$ cat src/design/incskip_defines.vh
/*
 * Constants for the increment-and-skip execution block.
 * Assumes inclusion by bare name from the design files; definitions only.
 */
// What this block does
// - Recognise skip-if-nonzero opcode 0100_10da_ffff_ffff
// - Add one, test result against zero
// - Destination bit picks working register or file
// - Nonzero result discards next, one no-op cycle
// - Two-word next gives two no-ops; else one
// - Access bit picks access bank or bank register
// - Extended set, access 0, f<=95: indexed literal offset
// - Four phases: decode, read, process, write
// - Skip-if-zero variant skips only on zero result
`ifndef INCSKIP_DEFINES_VH
`define INCSKIP_DEFINES_VH

// ==========================================================================
// Opcode fields
// ==========================================================================
`define OPC_HI_MSB        15
`define OPC_HI_LSB        10
`define OPC_SKIP_NZ       6'h12
`define OPC_SKIP_Z        6'h0F
`define OPC_DEST_BIT      9
`define OPC_ACC_BIT       8
`define OPC_FILE_MSB      7
`define OPC_FILE_LSB      0

// ==========================================================================
// Addressing
// ==========================================================================
`define ACC_SPLIT         8'h60
`define ILO_LIMIT         8'h5F
`define ACC_HI_BANK       4'hF
`define ACC_LO_BANK       4'h0

// ==========================================================================
// Sequencer
// ==========================================================================
`define PH_Q1             2'h0
`define PH_Q2             2'h1
`define PH_Q3             2'h2
`define PH_Q4             2'h3
`define ST_IDLE           2'h0
`define ST_EXEC           2'h1
`define ST_NOP            2'h2

`endif

$ cat src/design/increment_conditional_skip_exec.v
/*
 * Execution of the two increment-and-skip byte instructions, one phase per clock.
 * Assumes the fetch unit presents one instruction word with instr_valid while
 * ready_q is high, and the register file answers a read in the same cycle.
 */
`timescale 1ns/10ps
`include "incskip_defines.vh"

module increment_conditional_skip_exec #(
    parameter AW = 12
) (
    input  wire          core_clk,
    input  wire          rst_n,
    input  wire          instr_valid,
    input  wire [15:0]   instr_word,
    input  wire          next_is_two_word,
    input  wire          ext_set_en,
    input  wire [3:0]    bank_select_register,
    input  wire [AW-1:0] index_base,
    input  wire [7:0]    rf_rd_data,
    output reg           ready_q,
    output reg           accepted_q,
    output reg  [1:0]    phase_q,
    output reg           nop_cycle_q,
    output reg  [AW-1:0] rf_addr_q,
    output reg           indexed_mode_q,
    output reg           rf_rd_en_q,
    output reg           rf_wr_en_q,
    output reg  [7:0]    rf_wr_data_q,
    output reg           working_register_wr_en_q,
    output reg  [7:0]    working_register_wr_data_q,
    output reg           skip_q,
    output reg           done_q,
    output reg           status_wr_en_q
);

    // ======================================================================
    // Decode helpers
    // ======================================================================
    function is_skip_nz;
        input [15:0] w;
        begin
            is_skip_nz = (w[`OPC_HI_MSB:`OPC_HI_LSB] == `OPC_SKIP_NZ);
        end
    endfunction

    function is_skip_z;
        input [15:0] w;
        begin
            is_skip_z = (w[`OPC_HI_MSB:`OPC_HI_LSB] == `OPC_SKIP_Z);
        end
    endfunction

    // Skip sense differs only by polarity of the zero test
    function skip_decide;
        input       nz_op;
        input [7:0] res;
        begin
            if (nz_op) begin
                skip_decide = (res != 8'h00);
            end else begin
                skip_decide = (res == 8'h00);
            end
        end
    endfunction

    // ======================================================================
    // State
    // ======================================================================
    reg [1:0]    st_q;
    reg          op_nz_q;
    reg          dest_q;
    reg [7:0]    result_q;
    reg          two_word_q;
    reg          nop_left_q;
    reg          take_skip_q;

    wire [AW-1:0] addr_w;
    wire          idx_w;
    wire          start_w;
    wire [7:0]    sum_w;

    // ======================================================================
    // Operand resolution
    // ======================================================================
    // Resolved address is latched at decode, so bank or pointer changes
    // during the later phases cannot move the write-back target
    file_addr_resolve #(
        .AW (AW)
    ) u_addr (
        .file_address         (instr_word[`OPC_FILE_MSB:`OPC_FILE_LSB]),
        .access_select        (instr_word[`OPC_ACC_BIT]),
        .ext_set_en           (ext_set_en),
        .bank_select_register (bank_select_register),
        .index_base           (index_base),
        .data_address         (addr_w),
        .indexed_mode         (idx_w)
    );

    // ======================================================================
    // Take and increment
    // ======================================================================
    // Read data must stand at the edge that ends Q2; no wait state exists
    // Other opcodes are simply not taken; the core routes them elsewhere
    assign start_w = ready_q && instr_valid &&
                     (is_skip_nz(instr_word) || is_skip_z(instr_word));
    assign sum_w   = rf_rd_data + 8'h01;

    // ======================================================================
    // Sequencer
    // ======================================================================
    always @(posedge core_clk or negedge rst_n) begin
        if (!rst_n) begin
            st_q                       <= `ST_IDLE;
            phase_q                    <= `PH_Q1;
            ready_q                    <= 1'b0;
            accepted_q                 <= 1'b0;
            nop_cycle_q                <= 1'b0;
            rf_addr_q                  <= {AW{1'b0}};
            indexed_mode_q             <= 1'b0;
            rf_rd_en_q                 <= 1'b0;
            rf_wr_en_q                 <= 1'b0;
            rf_wr_data_q               <= 8'h00;
            working_register_wr_en_q   <= 1'b0;
            working_register_wr_data_q <= 8'h00;
            skip_q                     <= 1'b0;
            done_q                     <= 1'b0;
            status_wr_en_q             <= 1'b0;
            op_nz_q                    <= 1'b0;
            dest_q                     <= 1'b0;
            result_q                   <= 8'h00;
            two_word_q                 <= 1'b0;
            nop_left_q                 <= 1'b0;
            take_skip_q                <= 1'b0;
        end else begin
            accepted_q               <= 1'b0;
            rf_wr_en_q               <= 1'b0;
            working_register_wr_en_q <= 1'b0;
            skip_q                   <= 1'b0;
            done_q                   <= 1'b0;
            rf_rd_en_q               <= 1'b0;
            // Flags are never touched; held low so the core keeps them
            status_wr_en_q           <= 1'b0;
            case (st_q)
                `ST_IDLE: begin
                    ready_q <= 1'b1;
                    phase_q <= `PH_Q1;
                    if (start_w) begin
                        // Q1: decode and latch the resolved operand
                        st_q           <= `ST_EXEC;
                        ready_q        <= 1'b0;
                        accepted_q     <= 1'b1;
                        phase_q        <= `PH_Q2;
                        op_nz_q        <= is_skip_nz(instr_word);
                        dest_q         <= instr_word[`OPC_DEST_BIT];
                        two_word_q     <= next_is_two_word;
                        rf_addr_q      <= addr_w;
                        indexed_mode_q <= idx_w;
                        rf_rd_en_q     <= 1'b1;
                    end
                end
                `ST_EXEC: begin
                    case (phase_q)
                        `PH_Q2: begin
                            // Read data is sampled at the end of Q2
                            result_q <= sum_w;
                            phase_q  <= `PH_Q3;
                        end
                        `PH_Q3: begin
                            take_skip_q <= skip_decide(op_nz_q, result_q);
                            phase_q <= `PH_Q4;
                        end
                        `PH_Q4: begin
                            if (dest_q) begin
                                rf_wr_en_q   <= 1'b1;
                                rf_wr_data_q <= result_q;
                            end else begin
                                working_register_wr_en_q   <= 1'b1;
                                working_register_wr_data_q <= result_q;
                            end
                            phase_q <= `PH_Q1;
                            if (take_skip_q) begin
                                // Fetched word is dropped; no-op cycles replace it
                                skip_q      <= 1'b1;
                                st_q        <= `ST_NOP;
                                nop_cycle_q <= 1'b1;
                                nop_left_q  <= two_word_q;
                            end else begin
                                st_q    <= `ST_IDLE;
                                done_q  <= 1'b1;
                                ready_q <= 1'b1;
                            end
                        end
                        default: begin
                            phase_q <= `PH_Q1;
                            st_q    <= `ST_IDLE;
                        end
                    endcase
                end
                `ST_NOP: begin
                    // Each no-op spans a full four-phase cycle
                    phase_q <= phase_q + 2'h1;
                    if (phase_q == `PH_Q4) begin
                        if (nop_left_q) begin
                            nop_left_q <= 1'b0;
                        end else begin
                            st_q        <= `ST_IDLE;
                            nop_cycle_q <= 1'b0;
                            done_q      <= 1'b1;
                            ready_q     <= 1'b1;
                        end
                    end
                end
                default: begin
                    st_q    <= `ST_IDLE;
                    phase_q <= `PH_Q1;
                end
            endcase
        end
    end

endmodule // increment_conditional_skip_exec

$ cat src/design/file_addr_resolve.v
/*
 * Combinational operand address resolution for byte-oriented file access.
 * Assumes bank register and indirect pointer are stable while decoding.
 */
`timescale 1ns/10ps
`include "incskip_defines.vh"

module file_addr_resolve #(
    parameter AW = 12
) (
    input  wire [7:0]    file_address,
    input  wire          access_select,
    input  wire          ext_set_en,
    input  wire [3:0]    bank_select_register,
    input  wire [AW-1:0] index_base,
    output reg  [AW-1:0] data_address,
    output reg           indexed_mode
);

    // ======================================================================
    // Address selection
    // ======================================================================
    always @* begin
        indexed_mode = 1'b0;
        if (access_select) begin
            data_address = {bank_select_register, file_address};
        end else if (ext_set_en && (file_address <= `ILO_LIMIT)) begin
            // Offset wraps in the data space, matching pointer arithmetic
            data_address = index_base + {{(AW-8){1'b0}}, file_address};
            indexed_mode = 1'b1;
        end else if (file_address < `ACC_SPLIT) begin
            data_address = {`ACC_LO_BANK, file_address};
        end else begin
            data_address = {`ACC_HI_BANK, file_address};
        end
    end

endmodule // file_addr_resolve

$ cat config.mk
export PLATFORM = sky130hd
export DESIGN_NAME = increment_conditional_skip_exec
export DESIGN_NICKNAME = d
export VERILOG_FILES = /design/src/design/increment_conditional_skip_exec.v /design/src/design/file_addr_resolve.v
export VERILOG_INCLUDE_DIRS = /design/src /design/src/design
export SDC_FILE = /design/constraint.sdc
export NUM_CORES = 1
export LEC_CHECK = 0
export ABC_CLOCK_PERIOD_IN_PS = 1600
export BUFFER_PORTS_ARGS = -buffer_cell sky130_fd_sc_hd__buf_4
export CORE_MARGIN = 2
export CORE_UTILIZATION = 47
export DETAILED_ROUTE_END_ITERATION = 6
export PLACE_DENSITY = 0.86
export SYNTH_ARGS = -nofsm -noshare
export SYNTH_HDL_FRONTEND = slang
export SYNTH_SLANG_ARGS = --single-unit
$ cat constraint.sdc
create_clock -name core_clk -period 1.6 [get_ports core_clk]
set_input_delay 0.16 -clock core_clk [delete_from_list [all_inputs] [get_ports core_clk]]
set_output_delay 0.16 -clock core_clk [all_outputs]
set_load 0.005 [all_outputs]
# [After elaboration in Yosys (flattened, before gate mapping)]
# Index checks and enable logic that the tools add are counted.
[classes] shift=0 mux=46 n_eq_ne=14 mul=0 n_bitwise=1 order_cmp=2 add_sub_neg=3 n_div=0 n_reduce_logical=19
[op_table] cell="$mux 12" count=3
[op_table] cell="$mux 1" count=31
[op_table] cell="$ne 2x2->1 const B" count=7
[op_table] cell="$add 12x8->12" count=1
[op_table] cell="$pmux 2 s3" count=2
[op_table] cell="$reduce_and 5->1" count=2
[op_table] cell="$add 8x1->8 const B" count=1
[op_table] cell="$le 8x7->1 const B" count=1
[op_table] cell="$logic_not 8->1" count=1
[op_table] cell="$lt 8x7->1 const B" count=1
[op_table] cell="$mux 2" count=4
[op_table] cell="$pmux 2 s2" count=2
[op_table] cell="$reduce_and 4->1" count=2
[op_table] cell="$reduce_bool 8->1" count=1
[op_table] cell="$eq 2x2->1 const B" count=3
[op_table] cell="$eq 6x4->1 const B" count=1
[op_table] cell="$eq 6x5->1 const B" count=1
[op_table] cell="$pmux 1 s2" count=3
[op_table] cell="$reduce_and 2->1" count=3
[op_table] cell="$reduce_and 3->1" count=2
[op_table] cell="$eq 2x1->1 const B" count=2
[op_table] cell="$logic_and 1x1->1" count=3
[op_table] cell="$pmux 1 s3" count=1
[op_table] cell="$reduce_bool 3->1" count=1
[op_table] cell="6 further kinds" count=6
[totals] rom_bits=0 regBits=53 n_memories=0 wordCells=104 latchBits=0 ram_bits=0 out_inout_bits=40 inputBits=45

# [Longest topological paths before layout]
[depth] ltp_word=5 depth_mapped=8 depth_no_buf=8

# [Cells and area by module]
# Synthesis repeated with hierarchy kept, for this count alone.
[unflattened] hier_cells=288 hier_area_um2=2950.3
[by_module_without_submodules] module="increment_conditional_skip_exec" n_inst=1 cells_each=193 area_per_inst_um2=2324.7
[by_module_without_submodules] module="file_addr_resolve" n_inst=1 cells_each=95 area_per_inst_um2=625.6

# [Worst setup path before layout]
# OpenSTA, ideal clock, no wires.
[synth_path] path_type="input to register" from="input instr_word[0]" to="register rf_addr_q[10]" required_time_ns=1.505 setup_slack_ns=-0.165 path_stages=8 arrival_time_ns=1.669 n_path_buf=0 cell_sequence="ha_1 inv_1 fa_1 nand2b_1 a211oi_1 o311ai_0 xor2_1 o31ai_1"
[synth_between] elab_chain_cells=4 elab_cells_between_ends=7 classes_between="add/sub (1); order compare (2); mux (3); reduce/logical (1)"
[synth_lines] item="start, declared" line="increment_conditional_skip_exec.v:15" source="input wire [15:0] instr_word,"
[synth_lines] item="$lt 8x7->1 (no source line) / $le 8x7->1 (equally long branches)"
[synth_lines] item="$mux 12 / $logic_and 1x1->1 (equally long branches)" line="file_addr_resolve.v:31, file_addr_resolve.v:27"
[synth_lines] item="$mux 12 (*)" line="file_addr_resolve.v:27" source="end else if (ext_set_en && (file_address <= `ILO_LIMIT)) begin"
[synth_lines] item="$mux 12 (*)" line="file_addr_resolve.v:25" source="if (access_select) begin"
[synth_lines] item="end signal, assigned" line="increment_conditional_skip_exec.v:119" source="rf_addr_q <= {AW{1'b0}};"
[synth_lines] item="end signal, assigned" line="increment_conditional_skip_exec.v:157" source="rf_addr_q <= addr_w;"
[synth_lines] item="end, declared" line="increment_conditional_skip_exec.v:25" source="output reg [AW-1:0] rf_addr_q,"
# Every way passes the cells marked *; elsewhere a longest branch is shown, timed or not.
# A chain may end at the register's enable or synchronous reset.

# [Worst setup path in the final report]
[layout_path] from="register st_q[0]" to="register st_q[0]"
[layout_between] elab_chain_cells=3 elab_cells_between_ends=9 classes_between="eq/ne (6); mux (1); reduce/logical (2)"
[layout_lines] item="start, declared" line="increment_conditional_skip_exec.v:70" source="reg [1:0] st_q;"
[layout_lines] item="start signal, assigned" line="increment_conditional_skip_exec.v:114" source="st_q <= `ST_IDLE;"
[layout_lines] item="start signal, assigned" line="increment_conditional_skip_exec.v:150" source="st_q <= `ST_EXEC;"
[layout_lines] item="start signal, assigned" line="increment_conditional_skip_exec.v:185" source="st_q <= `ST_NOP;"
[layout_lines] item="$eq 2x1->1, or another cell as far along" line="increment_conditional_skip_exec.v:144" source="case (st_q)"
[layout_lines] item="$ne 2x2->1 (no source line)"
[layout_lines] item="$reduce_and 4->1 (no source line)"
# Parallel ways exist; a longest one is shown, timed or not.

==> impl_metrics.env <==
export IMPL_yosys_warnings=0
export IMPL_synth_area_leaders="dfrtp_1 45%, ha_1 6.8%, nand2_1 6.6%"
export IMPL_cts_max_level=2
export IMPL_synth_top_cell_area_share=0.450
export IMPL_vdd_drop_max_mv=0.527
export IMPL_p_per_area_mw_per_mm2=862
export IMPL_worstPathCellList="inv_2, ha_1, a21boi_2, a21oi_2, buf_4, buf_4, a21oi_1, a21oi_1"
export IMPL_crit_type="register to register"
export IMPL_muxShareOfSynthArea=0.0518
export IMPL_final_nets=488
export IMPL_drt_wl_total_um=7540
export IMPL_grt_pass1_wl_um=12200
export IMPL_drt_pass1_iterations=4
export IMPL_cts_root_buf="clkbuf_8"
export IMPL_p_seq_frac=0.449
export IMPL_ys_seq_elements=53
export IMPL_synth_compound_area_frac=0.170
export IMPL_grt_max_degree=54
export IMPL_drive_above_1_share=0.384
export IMPL_detail_route_antenna_nets=0
export IMPL_core_sq_mm=0.00599
export IMPL_combPwrFrac=0.258
export IMPL_cts_buffers_inserted=5
export IMPL_grt_overflow=0
export IMPL_r2r_start="st_q[0]"
export IMPL_path_clk_slew_ns=0.09
export IMPL_rr_worst_depth=8
export IMPL_fin_area_sq_mm=0.00415
export IMPL_fin_crit_ns=1.59
export IMPL_leakage_nw=2.11
export IMPL_r2r_end="st_q[0]"
export IMPL_fin_crit_sh=0.994
export IMPL_hold_path_class="primary input to register"
export IMPL_cts_sinks=53
export IMPL_crit_fanout=4
export IMPL_worst_slew_pin_slew_ns=0.659
export IMPL_drt_initial_drc_count=72
export IMPL_maxCapViolCount=0
export IMPL_globalplace_congestion=0.934
export IMPL_clock_fmax_ghz=0.629
export IMPL_synthAdderAreaFrac=0.0747
export IMPL_synthCells=306
export IMPL_synth_simple_area_share=0.171
export IMPL_grt_pass1_vias=2668
export IMPL_required_ns=1.79
export IMPL_async_flop_share=1.00
export IMPL_drc=0
export IMPL_clk_path_buf_depth=2
export IMPL_syn_nets=368
export IMPL_hold_path_startpoint="next_is_two_word"
export IMPL_cpPeakStageDelay_ns=0.44
export IMPL_synth_cell_types=54
export IMPL_worstPathArrival_ns=1.78
export IMPL_synth_top_family_by_area="simple AND/OR/NAND/NOR gates"
export IMPL_syn_to_final_growth_pct=40.7
export IMPL_cts_tree="built"
export IMPL_setup_viol_count_final=0
export IMPL_cp_start_kind="register"
export IMPL_synth_xor_area_share=0.0416
export IMPL_switchingPower_mw=1.01
export IMPL_pwr_share_clk=0.293
export IMPL_yosys_area_top_type="dfrtp_1"
export IMPL_synth_main_ff_cell="dfrtp_1"
export IMPL_min_to="two_word_q"
export IMPL_synth_enable_flop_cells=0
export IMPL_wl_per_cell_um=15.0
export IMPL_via_count=2706
export IMPL_drv_slew=0
export IMPL_antenna_found_initial=0
export IMPL_std_cell_rows=28
export IMPL_place_area_sq_mm=0.00388
export IMPL_die_y_um=83.2
export IMPL_power_mw=3.57
export IMPL_synthesis_area_sq_mm=0.00295
export IMPL_die_area_sq_mm=0.00692
export IMPL_cp_end_kind="register"
export IMPL_hold_path_depth=3
export IMPL_clock_skew_ns=0.00772
export IMPL_swShare=0.282
export IMPL_start_util=0.492
export IMPL_internal_power_mw=2.57
export IMPL_dpl_hpwl_um=5700
export IMPL_port_buffers=83
export IMPL_relSlewSlack=0.561
export IMPL_insertion_delay_ns=0.30
export IMPL_track_usage=0.213
export IMPL_io_pins=85
export IMPL_outcome="finished, final reports clean"
export IMPL_ys_seq_area_frac=0.450
export IMPL_slowest_stage="dfrtp_1"
export IMPL_chipWidth_um=83.2
export IMPL_finalHoldViolCount=0
export IMPL_antenna_cells=0
export IMPL_reg2reg_slack_ns=0.009
export IMPL_syn_avg_cell_area_sq_um=9.63
export IMPL_vias_per_cell=5.39
[cell type report]
cell class                 instances  area [sq um]
clock inverter                     3          65.1
tap                               75          93.8
sequential                        53          1330
inverter                          18          71.3
timing repair buffer             123           923
clock buffer                       5          68.8
multi-input combinational        225          1600
fill                             483          1850
[cells in the final DEF (no fill, tap or decap), drive strengths merged, types with 2 or more instances in the layout]
cell type / synthesis / layout
nor3: 10 / 10
xor2: 12 / 12
and4b: 2 / 2
a21oi: 22 / 22
nand4b: 2 / 2
nor2: 10 / 10
mux2i: 4 / 4
o21ai: 22 / 22
ha: 16 / 16
o31ai: 2 / 2
inv: 17 / 17
nand3: 9 / 9
clkbuf: 5 / 5
nor2b: 3 / 3
nand2: 52 / 52
xnor2: 2 / 2
nor4: 3 / 3
bufinv: 0 / 2
nand3b: 3 / 3
and3: 4 / 4
a22oi: 2 / 2
a31oi: 2 / 2
mux2: 10 / 10
o2111a: 2 / 2
dfrtp: 53 / 53
a211o: 2 / 2
a41oi: 2 / 2
nand2b: 2 / 2
a21o: 3 / 3
a211oi: 5 / 5
buf: 5 / 122
o211ai: 3 / 3
[repair_timing]
action	in CTS	in global routing
buffers inserted	1	6
endpoints found under the setup margin	2	16
hold endpoints to repair	53	0
resized for setup	0	18
hold buffers	1	0
cloned	0	1
pin swaps	0	1
[per-stage QoR]
| step | cells | setup TNS (ns) | util | hold WS, ns | setup slack (ns) |
|---|---|---|---|---|---|
| after global routing | 502 | -0.210 | 0.692 | 0.0617 | -0.0413 |
| after detailed placement | 485 | -1.42 | 0.648 | 0.238 | -0.252 |
| after CTS | 495 | -0.0147 | 0.673 | 0.0425 | -0.0147 |
| after floorplan | 306 | -0.0315 | - | -0.136 | -0.0315 |
| final | 502 | 0 | 0.692 | 0.0482 | 0.00948 |
| after global placement | 485 | -0.788 | 0.648 | 0.229 | -0.223 |
[how the worst max path moves through the flow]
| stage | from | to | slack (ns) | depth (start not counted) |
|---|---|---|---|---|
| after detailed placement | instr_word[0] | rf_addr_q[8] | -0.25 | 9 |
| final | st_q[0] | st_q[0] | 0.009 | 8 |
| after floorplan | instr_word[0] | rf_addr_q[8] | -0.03 | 8 |
| after global routing | st_q[0] | st_q[0] | -0.04 | 8 |
| after global placement | instr_word[0] | rf_addr_q[8] | -0.22 | 9 |
| after CTS | st_q[1] | ready_q | -0.01 | 7 |
[power groups by stage]
stage,combinational [mW],clock [mW],sequential [mW]
finish,0.922,1.05,1.60
global route,1.02,1.12,1.63
CTS,0.855,1.07,1.60
detailed placement,0.851,0,1.62
global placement,0.810,0,1.61
floorplan,0.414,0,1.60
[routing by layer]
| metal | vias to the layer above | track usage | part of all wire |
|---|---|---|---|
| met1 | 1288 | 0.246 | 0.40 |
| met5 | - | 0 | 0 |
| met2 | 92 | 0.386 | 0.53 |
| li1 | 1315 | - | - |
| met3 | 11 | 0.0437 | 0.055 |
| met4 | 0 | 0.0760 | 0.014 |
[cell families (layout without fill, tap and decap cells)]
group / after synthesis / after routing
simple gates: 104 / 104
buf+inv: 28 / 149
other cells: 1 / 1
compound gates: 75 / 75
flops: 53 / 53
xor+xnor: 14 / 14
mux: 14 / 14
fa+ha+maj: 17 / 17
[Yosys cell counts (all sizes together) (5+ instances only)]
library cell / count
nand2: 52
nor2: 10
nor3: 10
ha: 16
o21ai: 22
a21oi: 22
inv: 17
buf: 5
clkbuf: 5
a211oi: 5
mux2: 10
dfrtp: 53
xor2: 12
nand3: 9
[flip-flops by register name, indices dropped and copies added, names as in the netlist, 2 cells and up]
| signal | flops |
|---|---|
| working_register_wr_data_q | 8 |
| phase_q | 2 |
| st_q | 2 |
| result_q | 8 |
| rf_addr_q | 12 |
| rf_wr_data_q | 8 |
[critical path, delay by kind of cell (launching register included)]
kind / cells / cell delay (ns)
AOI/OAI and AO/OA: 4 / 0.48
adders and majority gates: 1 / 0.17
DFF: 1 / 0.44
buffers and inverters: 3 / 0.38
(Power assumes the default switching activity.)
